--- config.mk ---
export PLATFORM = sky130hd
export DESIGN_NAME = pmsr_status_bank
export DESIGN_NICKNAME = d
export VERILOG_FILES = /design/src/pmsr_pkg.sv /design/src/pmsr_cond_if.sv /design/src/pmsr_sync.sv /design/src/pmsr_status_bank.sv
export VERILOG_INCLUDE_DIRS = /design/src
export SDC_FILE = /design/constraint.sdc
export NUM_CORES = 1
export LEC_CHECK = 0
export BUFFER_PORTS_ARGS = -buffer_cell sky130_fd_sc_hd__buf_4
export CAP_MARGIN = 20
export CORE_ASPECT_RATIO = 0.9
export CORE_MARGIN = 5
export CORE_UTILIZATION = 40
export DETAILED_ROUTE_END_ITERATION = 10
export GPL_TIMING_DRIVEN = 0
export SLEW_MARGIN = 20
export SYNTH_ARGS = -nofsm -noshare
export SYNTH_HDL_FRONTEND = slang
export SYNTH_SLANG_ARGS = --single-unit
--- constraint.sdc ---
create_clock -name core_clk_in -period 3.8 [get_ports core_clk_in]
set_clock_uncertainty 0.15 [all_clocks]
set_input_delay 0.57 -clock core_clk_in [delete_from_list [all_inputs] [get_ports core_clk_in]]
set_output_delay 0.57 -clock core_clk_in [all_outputs]
set_load 0.02 [all_outputs]
--- src/pmsr_defs.svh ---
// Offsets, field positions, reset values and timing counts of the status bank.
// Assumes inclusion by bare name from the design modules.
`ifndef PMSR_DEFS_SVH
`define PMSR_DEFS_SVH
// ==================================================
// Register offsets
`define PMSR_OFS_CONV12 8'h6D
`define PMSR_OFS_CONV34 8'h6E
`define PMSR_OFS_VMON 8'h72
`define PMSR_OFS_STARTUP 8'h73
`define PMSR_OFS_MISC 8'h74
// ==================================================
// Field positions inside a converter pair register
`define PMSR_BIT_HI_ILIM 7
`define PMSR_BIT_HI_UV 5
`define PMSR_BIT_HI_OV 4
`define PMSR_BIT_LO_ILIM 3
`define PMSR_BIT_LO_UV 1
`define PMSR_BIT_LO_OV 0
// Voltage monitor register
`define PMSR_BIT_MON2_UV 6
`define PMSR_BIT_MON2_OV 5
`define PMSR_BIT_MON1_UV 3
`define PMSR_BIT_MON1_OV 2
`define PMSR_BIT_SUP_UV 1
`define PMSR_BIT_SUP_OV 0
// Startup and misc registers
`define PMSR_BIT_ENABLE 1
`define PMSR_BIT_TWARN 3
`define PMSR_BIT_EXTCLK 1
// ==================================================
// Reset value of every register and of the read data
`define PMSR_RESET_VALUE 8'h00
// Input synchroniser depth
`define PMSR_SYNC_STAGES 3
`endif

--- src/pmsr_pkg.sv ---
// Types shared by the status bank modules.
// Assumes pmsr_defs.svh is on the include path.
package pmsr_pkg;
    // ==================================================
    // Conditions of one converter
    typedef struct packed {
        logic current_limit;
        logic undervoltage;
        logic overvoltage;
    } pmsr_conv_t;

    // Condition vector: four current-limit, four undervoltage, four overvoltage
    // flags, then the nine single flags, in the capture order of the bank
    typedef logic [20:0] pmsr_cond_t;
endpackage

--- src/pmsr_cond_if.sv ---
// Carries synchronised condition flags from the synchroniser to the bank.
// Assumes both ends run on the same clock.
interface pmsr_cond_if;
    pmsr_pkg::pmsr_cond_t cond;
    modport source (output cond);
    modport sink (input cond);
endinterface

--- src/pmsr_sync.sv ---
// Three-stage synchroniser for the asynchronous condition flags.
// Assumes flags come from analog comparators outside the clock domain.
`include "pmsr_defs.svh"
module pmsr_sync #(
    parameter int WIDTH = 21
) (
    input wire logic core_clk_in,
    input wire logic rst_in,
    input wire logic [WIDTH-1:0] raw_in,
    pmsr_cond_if.source cond_port
);
    typedef struct packed {
        logic [WIDTH-1:0] s1;
        logic [WIDTH-1:0] s2;
        logic [WIDTH-1:0] s3;
        logic [WIDTH-1:0] stable;
    } pmsr_sync_state_t;

    pmsr_sync_state_t state;
    pmsr_sync_state_t next_state;

    // ==================================================
    // Change is accepted only when stages two and three agree
    always_comb begin
        next_state = state;
        next_state.s1 = raw_in;
        next_state.s2 = state.s1;
        next_state.s3 = state.s2;
        for (int i = 0; i < WIDTH; i++) begin
            if (state.s2[i] == state.s3[i]) begin
                next_state.stable[i] = state.s3[i];
            end
        end
        if (rst_in) begin
            next_state = '0;
        end
    end

    always_ff @(posedge core_clk_in) begin
        state <= next_state;
    end

    assign cond_port.cond = state.stable;
endmodule

--- src/pmsr_status_bank.sv ---
// Read-only status register bank of a multi-phase power management device.
// Assumes a simple register read/write port driven by the serial interface
// logic on the same clock; condition flags arrive asynchronously.
// Summary of operation
// - Current-limit flags at bits 7 and 3
// - Undervoltage flags at bits 5 and 1
// - Overvoltage flags at bits 4 and 0
// - Converters four and three at 0x6E
// - Monitor two: undervoltage bit 6, overvoltage bit 5
// - Monitor one: undervoltage bit 3, overvoltage bit 2
// - Analog supply flags at 0x72 bits 1, 0
// - Enable pin level at 0x73 bit 1
// - Thermal warning at 0x74 bit 3
// - External clock invalid at 0x74 bit 1
// - All registers read-only, reset to zero
// - Converters one and two at 0x6D
`include "pmsr_defs.svh"
module pmsr_status_bank (
    input wire logic core_clk_in,
    input wire logic rst_in,
    input wire logic [3:0] conv_current_limit_in,
    input wire logic [3:0] conv_undervoltage_in,
    input wire logic [3:0] conv_overvoltage_in,
    input wire logic ext_monitor1_undervoltage_flag_in,
    input wire logic ext_monitor1_overvoltage_flag_in,
    input wire logic ext_monitor2_undervoltage_flag_in,
    input wire logic ext_monitor2_overvoltage_flag_in,
    input wire logic analog_supply_undervoltage_flag_in,
    input wire logic analog_supply_overvoltage_flag_in,
    input wire logic enable_pin_in,
    input wire logic thermal_warning_flag_in,
    input wire logic external_clock_invalid_flag_in,
    input wire logic reg_read_in,
    input wire logic reg_write_in,
    input wire logic [7:0] reg_addr_in,
    input wire logic [7:0] reg_wdata_in,
    output logic [7:0] reg_rdata_out,
    output logic reg_hit_out
);
    // ==================================================
    // Condition capture
    // All flags are levels from outside the clock domain and share one
    // synchroniser; the order of this concatenation is the bit order of the bus.
    pmsr_cond_if cond_bus ();
    pmsr_pkg::pmsr_cond_t raw_flags;

    assign raw_flags = {
        conv_current_limit_in,
        conv_undervoltage_in,
        conv_overvoltage_in,
        ext_monitor1_undervoltage_flag_in,
        ext_monitor1_overvoltage_flag_in,
        ext_monitor2_undervoltage_flag_in,
        ext_monitor2_overvoltage_flag_in,
        analog_supply_undervoltage_flag_in,
        analog_supply_overvoltage_flag_in,
        enable_pin_in,
        thermal_warning_flag_in,
        external_clock_invalid_flag_in
    };

    pmsr_sync #(
        .WIDTH(21)
    ) u_sync (
        .core_clk_in(core_clk_in),
        .rst_in(rst_in),
        .raw_in(raw_flags),
        .cond_port(cond_bus.source)
    );

    // ==================================================
    // Synchronised conditions, unpacked in capture order
    logic [3:0] ilim;
    logic [3:0] uv;
    logic [3:0] ov;
    logic mon1_uv;
    logic mon1_ov;
    logic mon2_uv;
    logic mon2_ov;
    logic sup_uv;
    logic sup_ov;
    logic en_lvl;
    logic twarn;
    logic clk_bad;

    assign {
        ilim,
        uv,
        ov,
        mon1_uv,
        mon1_ov,
        mon2_uv,
        mon2_ov,
        sup_uv,
        sup_ov,
        en_lvl,
        twarn,
        clk_bad
    } = cond_bus.cond;

    // ==================================================
    // Pair register packing, shared by both converter pairs
    function automatic logic [7:0] pack_pair(input pmsr_pkg::pmsr_conv_t hi,
                                             input pmsr_pkg::pmsr_conv_t lo);
        logic [7:0] v;
        v = `PMSR_RESET_VALUE;
        v[`PMSR_BIT_HI_ILIM] = hi.current_limit;
        v[`PMSR_BIT_HI_UV] = hi.undervoltage;
        v[`PMSR_BIT_HI_OV] = hi.overvoltage;
        v[`PMSR_BIT_LO_ILIM] = lo.current_limit;
        v[`PMSR_BIT_LO_UV] = lo.undervoltage;
        v[`PMSR_BIT_LO_OV] = lo.overvoltage;
        return v;
    endfunction

    function automatic pmsr_pkg::pmsr_conv_t conv(input int n);
        pmsr_pkg::pmsr_conv_t c;
        c.current_limit = ilim[n];
        c.undervoltage = uv[n];
        c.overvoltage = ov[n];
        return c;
    endfunction

    // ==================================================
    // Images of the single-register conditions
    function automatic logic [7:0] vmon_image(input logic m2_uv, input logic m2_ov,
                                              input logic m1_uv, input logic m1_ov,
                                              input logic s_uv, input logic s_ov);
        logic [7:0] v;
        v = `PMSR_RESET_VALUE;
        v[`PMSR_BIT_MON2_UV] = m2_uv;
        v[`PMSR_BIT_MON2_OV] = m2_ov;
        v[`PMSR_BIT_MON1_UV] = m1_uv;
        v[`PMSR_BIT_MON1_OV] = m1_ov;
        v[`PMSR_BIT_SUP_UV] = s_uv;
        v[`PMSR_BIT_SUP_OV] = s_ov;
        return v;
    endfunction

    function automatic logic [7:0] startup_image(input logic level);
        logic [7:0] v;
        v = `PMSR_RESET_VALUE;
        v[`PMSR_BIT_ENABLE] = level;
        return v;
    endfunction

    function automatic logic [7:0] misc_image(input logic warn, input logic clk_invalid);
        logic [7:0] v;
        v = `PMSR_RESET_VALUE;
        v[`PMSR_BIT_TWARN] = warn;
        v[`PMSR_BIT_EXTCLK] = clk_invalid;
        return v;
    endfunction

    // Offset decode; an unmapped offset reads zero and raises no hit
    function automatic logic offset_mapped(input logic [7:0] addr);
        case (addr)
            `PMSR_OFS_CONV12,
            `PMSR_OFS_CONV34,
            `PMSR_OFS_VMON,
            `PMSR_OFS_STARTUP,
            `PMSR_OFS_MISC: return 1'h1;
            default: return 1'h0;
        endcase
    endfunction

    // ==================================================
    // Register state: live images, no latching of any condition
    typedef struct packed {
        logic [7:0] conv12;
        logic [7:0] conv34;
        logic [7:0] vmon;
        logic [7:0] startup;
        logic [7:0] misc;
        logic [7:0] rdata;
        logic hit;
    } pmsr_bank_state_t;

    pmsr_bank_state_t state;
    pmsr_bank_state_t next_state;

    always_comb begin
        next_state = state;
        next_state.conv12 = pack_pair(conv(1), conv(0));
        next_state.conv34 = pack_pair(conv(3), conv(2));
        next_state.vmon = vmon_image(mon2_uv, mon2_ov, mon1_uv, mon1_ov, sup_uv, sup_ov);
        next_state.startup = startup_image(en_lvl);
        next_state.misc = misc_image(twarn, clk_bad);
        // Reads return the image current at the access; writes never alter it
        next_state.rdata = `PMSR_RESET_VALUE;
        next_state.hit = 1'h0;
        if (reg_read_in) begin
            next_state.hit = offset_mapped(reg_addr_in);
            case (reg_addr_in)
                `PMSR_OFS_CONV12: next_state.rdata = state.conv12;
                `PMSR_OFS_CONV34: next_state.rdata = state.conv34;
                `PMSR_OFS_VMON: next_state.rdata = state.vmon;
                `PMSR_OFS_STARTUP: next_state.rdata = state.startup;
                `PMSR_OFS_MISC: next_state.rdata = state.misc;
                default: next_state.rdata = `PMSR_RESET_VALUE;
            endcase
        end
        if (rst_in) begin
            next_state = '0;
        end
    end

    // A pin change reaches the image five edges later, four of them in the
    // synchroniser; software polling faster than that sees the older level.
    always_ff @(posedge core_clk_in) begin
        state <= next_state;
    end

    // ==================================================
    // Write port
    // Writes are taken and dropped: a stray write from the serial side can
    // never disturb an image, and no error is flagged for it.
    logic unused_write;
    assign unused_write = reg_write_in ^ (^reg_wdata_in);

    // ==================================================
    // Outputs come straight from flops
    assign reg_rdata_out = state.rdata;
    assign reg_hit_out = state.hit;
endmodule

==> flow_summary.yaml, run 1 <==
grt:
  gr-usage-all-layers: 0.120
  grt_pass1_wl_mm: 9.84
  grt_pass1_vias: 2214
  grt-ovfl-total: 0
  grt_antenna_before_repair: 0
  grt_max_degree: 17
setup_path:
  critPathKind: "register to output port"
  reg2reg_depth: 3
  required_ns: 3.08
  startpoint_type: "register"
  cp-end-kind: "output port"
  reg2reg_from: "state[44]$_SDFF_PP0_"
  critical_path_arrival_ns: 1.05
  worstPathMaxFanout: 1
  reg2reg_slack_ns: 2.76
  rr_endpoint: "reg_rdata_out[3]$_SDFF_PP0_"
die:
  row_count: 32
  core_area_sq_mm: 0.00857
  die_area_sq_mm: 0.0107
  num_io_pins: 50
  die_w_um: 109
  die-height_um: 98.8
  start_util: 0.409
drt:
  m1WireLength_mm: 2.68
  wl_met2_mm: 2.51
  routed.top_layer: "met4"
  drtIter0Drc: 85
  wl_mm: 5.68
  post-route-drc-count: 0
  vias: 2215
  met3WireLength_um: 360
  wl_per_cell_um: 11.1
  ant_nets: 0
  drt_first_pass_iters: 4
  vias_per_cell: 4.32
finish:
  fin_nets: 427
  final_cells: 513
  nFillCells: 812
  n_antenna_cell: 0
  syn_to_final_growth_pct: 27.6
  drive_gt1_frac: 0.193
min_path:
  hp-start: "conv_current_limit_in[0]"
  min_path_cells: 2
  hold_end: "u_sync.state[80]$_SDFF_PP0_"
  hold_class: "primary input to register"
clock_network:
  cts_made_buffers: 17
  cts_tree: "built"
  cts_resized: 0
  insertion_delay_ns: 0.49
  clock-sinks: 114
  post_cts_buffers: 0
  ctsHoldBuffers: 0
  clkTransAtPathRegs_ns: 0.05
  cts_max_level: 4
  cts_buffer_depth: 2
  clockRootBuffer: "clkbuf_8"
synth:
  syn_nets: 368
  yosys_register_bits: 114
  synth_area_leaders: "dfxtp_1 (65%), nor2b_1 (15%), a21oi_1 (3.3%), o21ai_0 (3.1%), nand2_1 (2.8%)"
  async_flop_share: 0
  netlist_instances: 327
  synth_top_area_cell: "dfxtp_1"
  synth_cell_types: 25
  ys_dominant_reg_cell: "dfxtp_1"
  synth_top_area_share: 0.651
  yosysWarnings: 0
  synth-edff-count: 0
  syn_avg_cell_area_sq_um: 10.7
  synth.cell_area_sq_mm: 0.00350
  seq_area_frac_synth: 0.651
timing:
  max-slew-margin-rel: 0.604
  post-route-period-util: 0.466
  slew_viol_final: 0
  max_freq_mhz: 565
  finalSetupViolCount: 0
  hold_viol_final: 0
  worst_pin_slew_ns: 0.589
  rsz0062_at_grt: "false"
  whs_ns: 0.135
  fin_setup_tns_ns: 0
  setup_ws_ns: 2.03
  period_minus_slack_ns: 1.77
run_status:
  status: "finished, final reports clean"
job:
  max_cap_viol_count: 0
placement:
  hpwl_mm: 3.90
  gp_congestion: 0.755
  pre_cts_slack_ns: 1.64
  port_buffers: 40
  placed_cells: 486
power_and_ir_drop:
  p_leak_nw: 1.73
  power.density_mw_per_mm2: 598
  ir_drop_uv: 343
[sequential cells by signal, indices dropped and copies added (netlist names)]
| signal | cells |
|---|---|
| u_sync.state | 63 |
| state | 21 |
| u_sync.cond_port.cond | 21 |
| reg_rdata_out | 8 |
| reg_hit_out | 1 |
[layout by cell type (no fill, tap or decap), types with 3 or more instances in the layout]
cell       Yosys  final
clkbuf_16      0     16
o21ai_0       22     22
nand2_1       26     26
clkbuf_1       9     10
clkinv_2       0      3
nor2_1         4      4
a22o_1         4      4
nor3_1         6      6
a21oi_1       23     23
a22oi_1        5      5
inv_1          3      3
buf_4          8     48
nor2b_1       86     86
clkbuf_8       0      4
dfxtp_1      114    114
[power breakdown]
part,total [mW],switching [mW],internal [mW]
combinational,0.0784,0.0374,0.0410
sequential,1.24,0.00949,1.23
clock,1.36,0.469,0.892
total,2.67,0.516,2.16
[cell type report]
cell class	count	area [sq um]	area share
Sequential cell	114	2280	0.510
Multi-Input combinational cell	191	1110	0.248
Clock buffer	21	459	0.103
Timing Repair Buffer	40	300	0.0671
Tap cell	119	149	0.0333
Buffer	19	101	0.0227
Clock inverter	6	60.1	0.0134
Inverter	3	11.3	0.00252
[how the worst max path moves through the flow]
stage	cells past startpoint	slack [ns]	end	startpoint
finish	2	2.03	reg_rdata_out[0]	reg_rdata_out[0]$_SDFF_PP0_
detailed placement	5	1.64	reg_rdata_out[0]$_SDFF_PP0_	reg_addr_in[7]
CTS	2	2.00	reg_rdata_out[0]	reg_rdata_out[0]$_SDFF_PP0_
global placement	5	1.69	reg_rdata_out[0]$_SDFF_PP0_	reg_addr_in[7]
floorplan	4	1.98	reg_rdata_out[4]$_SDFF_PP0_	reg_addr_in[1]
global route	2	1.97	reg_rdata_out[0]	reg_rdata_out[0]$_SDFF_PP0_
[per-stage QoR]
| step | instance area, sq um | total power [mW] | util |
|---|---|---|---|
| after detailed placement | 3950 | 1.34 | 0.461 |
| after global routing | 4470 | 2.78 | 0.522 |
| after global placement | 3950 | 1.34 | 0.461 |
| final | 4470 | 2.67 | 0.522 |
| after CTS | 4470 | 2.71 | 0.522 |
| after floorplan | 3500 | 1.30 | - |
[synthesized netlist by cell type (2+ instances only)]
cell type and instances:
nand3b_1 2, nor2_1 4, a22oi_1 5, o21ai_0 22
and3_1 2, dfxtp_1 114, buf_1 2, nor3_1 6
nand2b_1 2, nand2_1 26, nor2b_1 86, buf_4 8
clkbuf_1 9, inv_1 3, a22o_1 4, a21oi_1 23
[cells by family after synthesis]
family | share of synthesized area
simple gates | 0.218
flops | 0.651
compound gates | 0.0982
buf+inv | 0.0321
[critical path, stage by stage (launching register included)]
cell and delay (ns):
dfxtp_1 0.30, buf_4 0.12, buf_4 0.15
[metal layers]
metal,vias to the layer above,track usage
met1,958,0.140
li1,1177,-
met4,0,0.0709
met5,-,0
met2,70,0.175
met3,10,0.0622
Note: power is estimated with default switching activity, not from simulation.
==> inputs of run 2 (changes only) <==
- clock period: 3.8 -> 1.79 ns (I/O delays scaled with it)
==> flow_summary.yaml, run 2 (synthesis results as in run 1) <==
run_status:
  status: "finished, final reports clean"
placement:
  pre_cts_slack_ns: -0.0655
  port_buffers: 40
  gp_congestion: 0.755
  hpwl_mm: 3.90
  placed_cells: 486
setup_path:
  worstPathMaxFanout: 7
  critical_path_arrival_ns: 2.00
  rr_endpoint: "reg_rdata_out[3]$_SDFF_PP0_"
  slowest_delay_ns: 0.52
  critPathKind: "primary input to register"
  reg2reg_depth: 3
  reg2reg_from: "state[44]$_SDFF_PP0_"
  cp-end-kind: "register"
  required_ns: 2.06
  startpoint_type: "primary input"
  crit_family: "buffers and inverters"
  path_cells: "dlygate4sd3_1, buf_4, or3b_4, a2111oi_4, o31ai_4, nor3_1"
  cp_slowest_cell: "dlygate4sd3_1"
  path_depth: 6
  crit_buf_inv: 2
  reg2reg_slack_ns: 0.76
drt:
  wl_mm: 5.92
  vias: 2301
  post-route-drc-count: 0
  drtIter0Drc: 95
  drt_first_pass_iters: 4
  ant_nets: 0
  vias_per_cell: 4.30
  wl_per_cell_um: 11.1
finish:
  fin_nets: 449
  drive_gt1_frac: 0.190
  postLayoutCoreUtil: 0.550
  final_cells: 535
  layout_common_cells: "dfxtp_1 (114), nor2b_1 (86), buf_4 (48)"
  n_antenna_cell: 0
  largest_reg_flops: 63
  top_register: "u_sync.state"
  syn_to_final_growth_pct: 34.6
  final_common_cell: "dfxtp_1"
timing:
  slew_viol_final: 0
  setup_ws_ns: 0.0551
  finalSetupViolCount: 0
  hold_viol_final: 0
  rsz0062_at_grt: "true"
  max-slew-margin-rel: 0.616
  worst_pin_slew_ns: 0.576
  period_minus_slack_ns: 1.73
  post-route-period-util: 0.969
  max_freq_mhz: 576
clock_network:
  post_cts_buffers: 0
  cts_made_buffers: 17
  clock-sinks: 114
  insertion_delay_ns: 0.49
  cts_tree: "built"
  clkTransAtPathRegs_ns: 0.05
  cts_buffer_depth: 2
  clockRootBuffer: "clkbuf_8"
  cts_max_level: 4
grt:
  grt_max_degree: 17
  gr-usage-all-layers: 0.124
  grt_antenna_before_repair: 0
  grt_pass1_wl_mm: 10.3
  grt_pass1_vias: 2289
  grt-ovfl-total: 0
die:
  num_io_pins: 50
  core_area_sq_mm: 0.00857
  die_area_sq_mm: 0.0107
  row_count: 32
  die_w_um: 109
  start_util: 0.409
  die-height_um: 98.8
power_and_ir_drop:
  power_switching_mw: 1.10
  ir_drop_uv: 730
  p_sw_frac: 0.193
  p_int_mw: 4.62
  pwr-share-comb: 0.036
  p_clk_frac: 0.505
  p_seq_frac: 0.459
  p_leak_nw: 1.83
  power.density_mw_per_mm2: 1210
min_path:
  hold_class: "primary input to register"
  hp-start: "rst_in"
  min_path_cells: 4
  hold_end: "reg_hit_out$_SDFF_PP0_"
job:
  max_cap_viol_count: 0
-- run 2: changes by cell type in the layout (fill, tap and decap cells not counted), sizes merged --
cell         before  now
dlygate4sd3       0   22
-- run 2: per-layer routing --
layer  GRT usage  up-vias  part of all wire
li1            -     1220                 -
met1       0.145     1003              0.46
met2       0.185       68              0.46
met3      0.0616       10             0.063
met4      0.0709        0             0.021
met5           0        -                 0
-- run 2: worst reg2reg max path: cells and delay by family (launching register included) --
kind / cells / cell delay [ns]
and+or+nand+nor: 1 / 0.07
AOI/OAI and AO/OA: 2 / 0.40
DFF: 1 / 0.30
-- run 2: worst max-delay path by stage --
stage	to	slack [ns]	startpoint
6_report	reg_rdata_out[7]$_SDFF_PP0_	0.06	reg_addr_in[4]
5_1_grt	reg_rdata_out[1]$_SDFF_PP0_	-0.005	reg_addr_in[4]
4_1_cts	reg_rdata_out[0]$_SDFF_PP0_	0.03	reg_addr_in[4]
3_5_place_dp	reg_rdata_out[0]$_SDFF_PP0_	-0.07	reg_addr_in[7]
3_3_place_gp	reg_rdata_out[0]$_SDFF_PP0_	-0.02	reg_addr_in[7]
2_1_floorplan	reg_rdata_out[4]$_SDFF_PP0_	0.27	reg_addr_in[1]
-- run 2: what timing repair did --
action	in CTS	in global routing
endpoints found under the setup margin	0	3
endpoints found under the hold margin	24	0
hold buffers	22	0
gates resized for setup	0	4
-- run 2: final cells by class --
| class | count | area [sq um] |
|---|---|---|
| buffer | 19 | 101 |
| clock buffer | 21 | 459 |
| clock inverter | 6 | 60.1 |
| fill | 780 | 3850 |
| inverter | 3 | 11.3 |
| multi-input combinational | 191 | 1130 |
| sequential | 114 | 2280 |
| tap | 119 | 149 |
| timing repair buffer | 62 | 520 |
-- run 2: through the flow --
stage	setup TNS, ns	instance area (sq um)	hold slack, ns	power [mW]
finish	0	4720	0.0641	5.72
global route	-0.00488	4720	0.0660	5.94
CTS	0	4690	0.0317	5.79
detailed placement	-0.110	3950	0.270	2.84
global placement	-0.0322	3950	0.269	2.84
floorplan	0	3500	0.247	2.75
-- run 2: power by group through the flow --
stage | clock (mW) | combinational (mW) | sequential [mW]
floorplan | 0 | 0.0881 | 2.67
global placement | 0 | 0.165 | 2.67
detailed placement | 0 | 0.169 | 2.67
CTS | 2.96 | 0.207 | 2.62
global route | 3.08 | 0.232 | 2.63
finish | 2.89 | 0.208 | 2.62
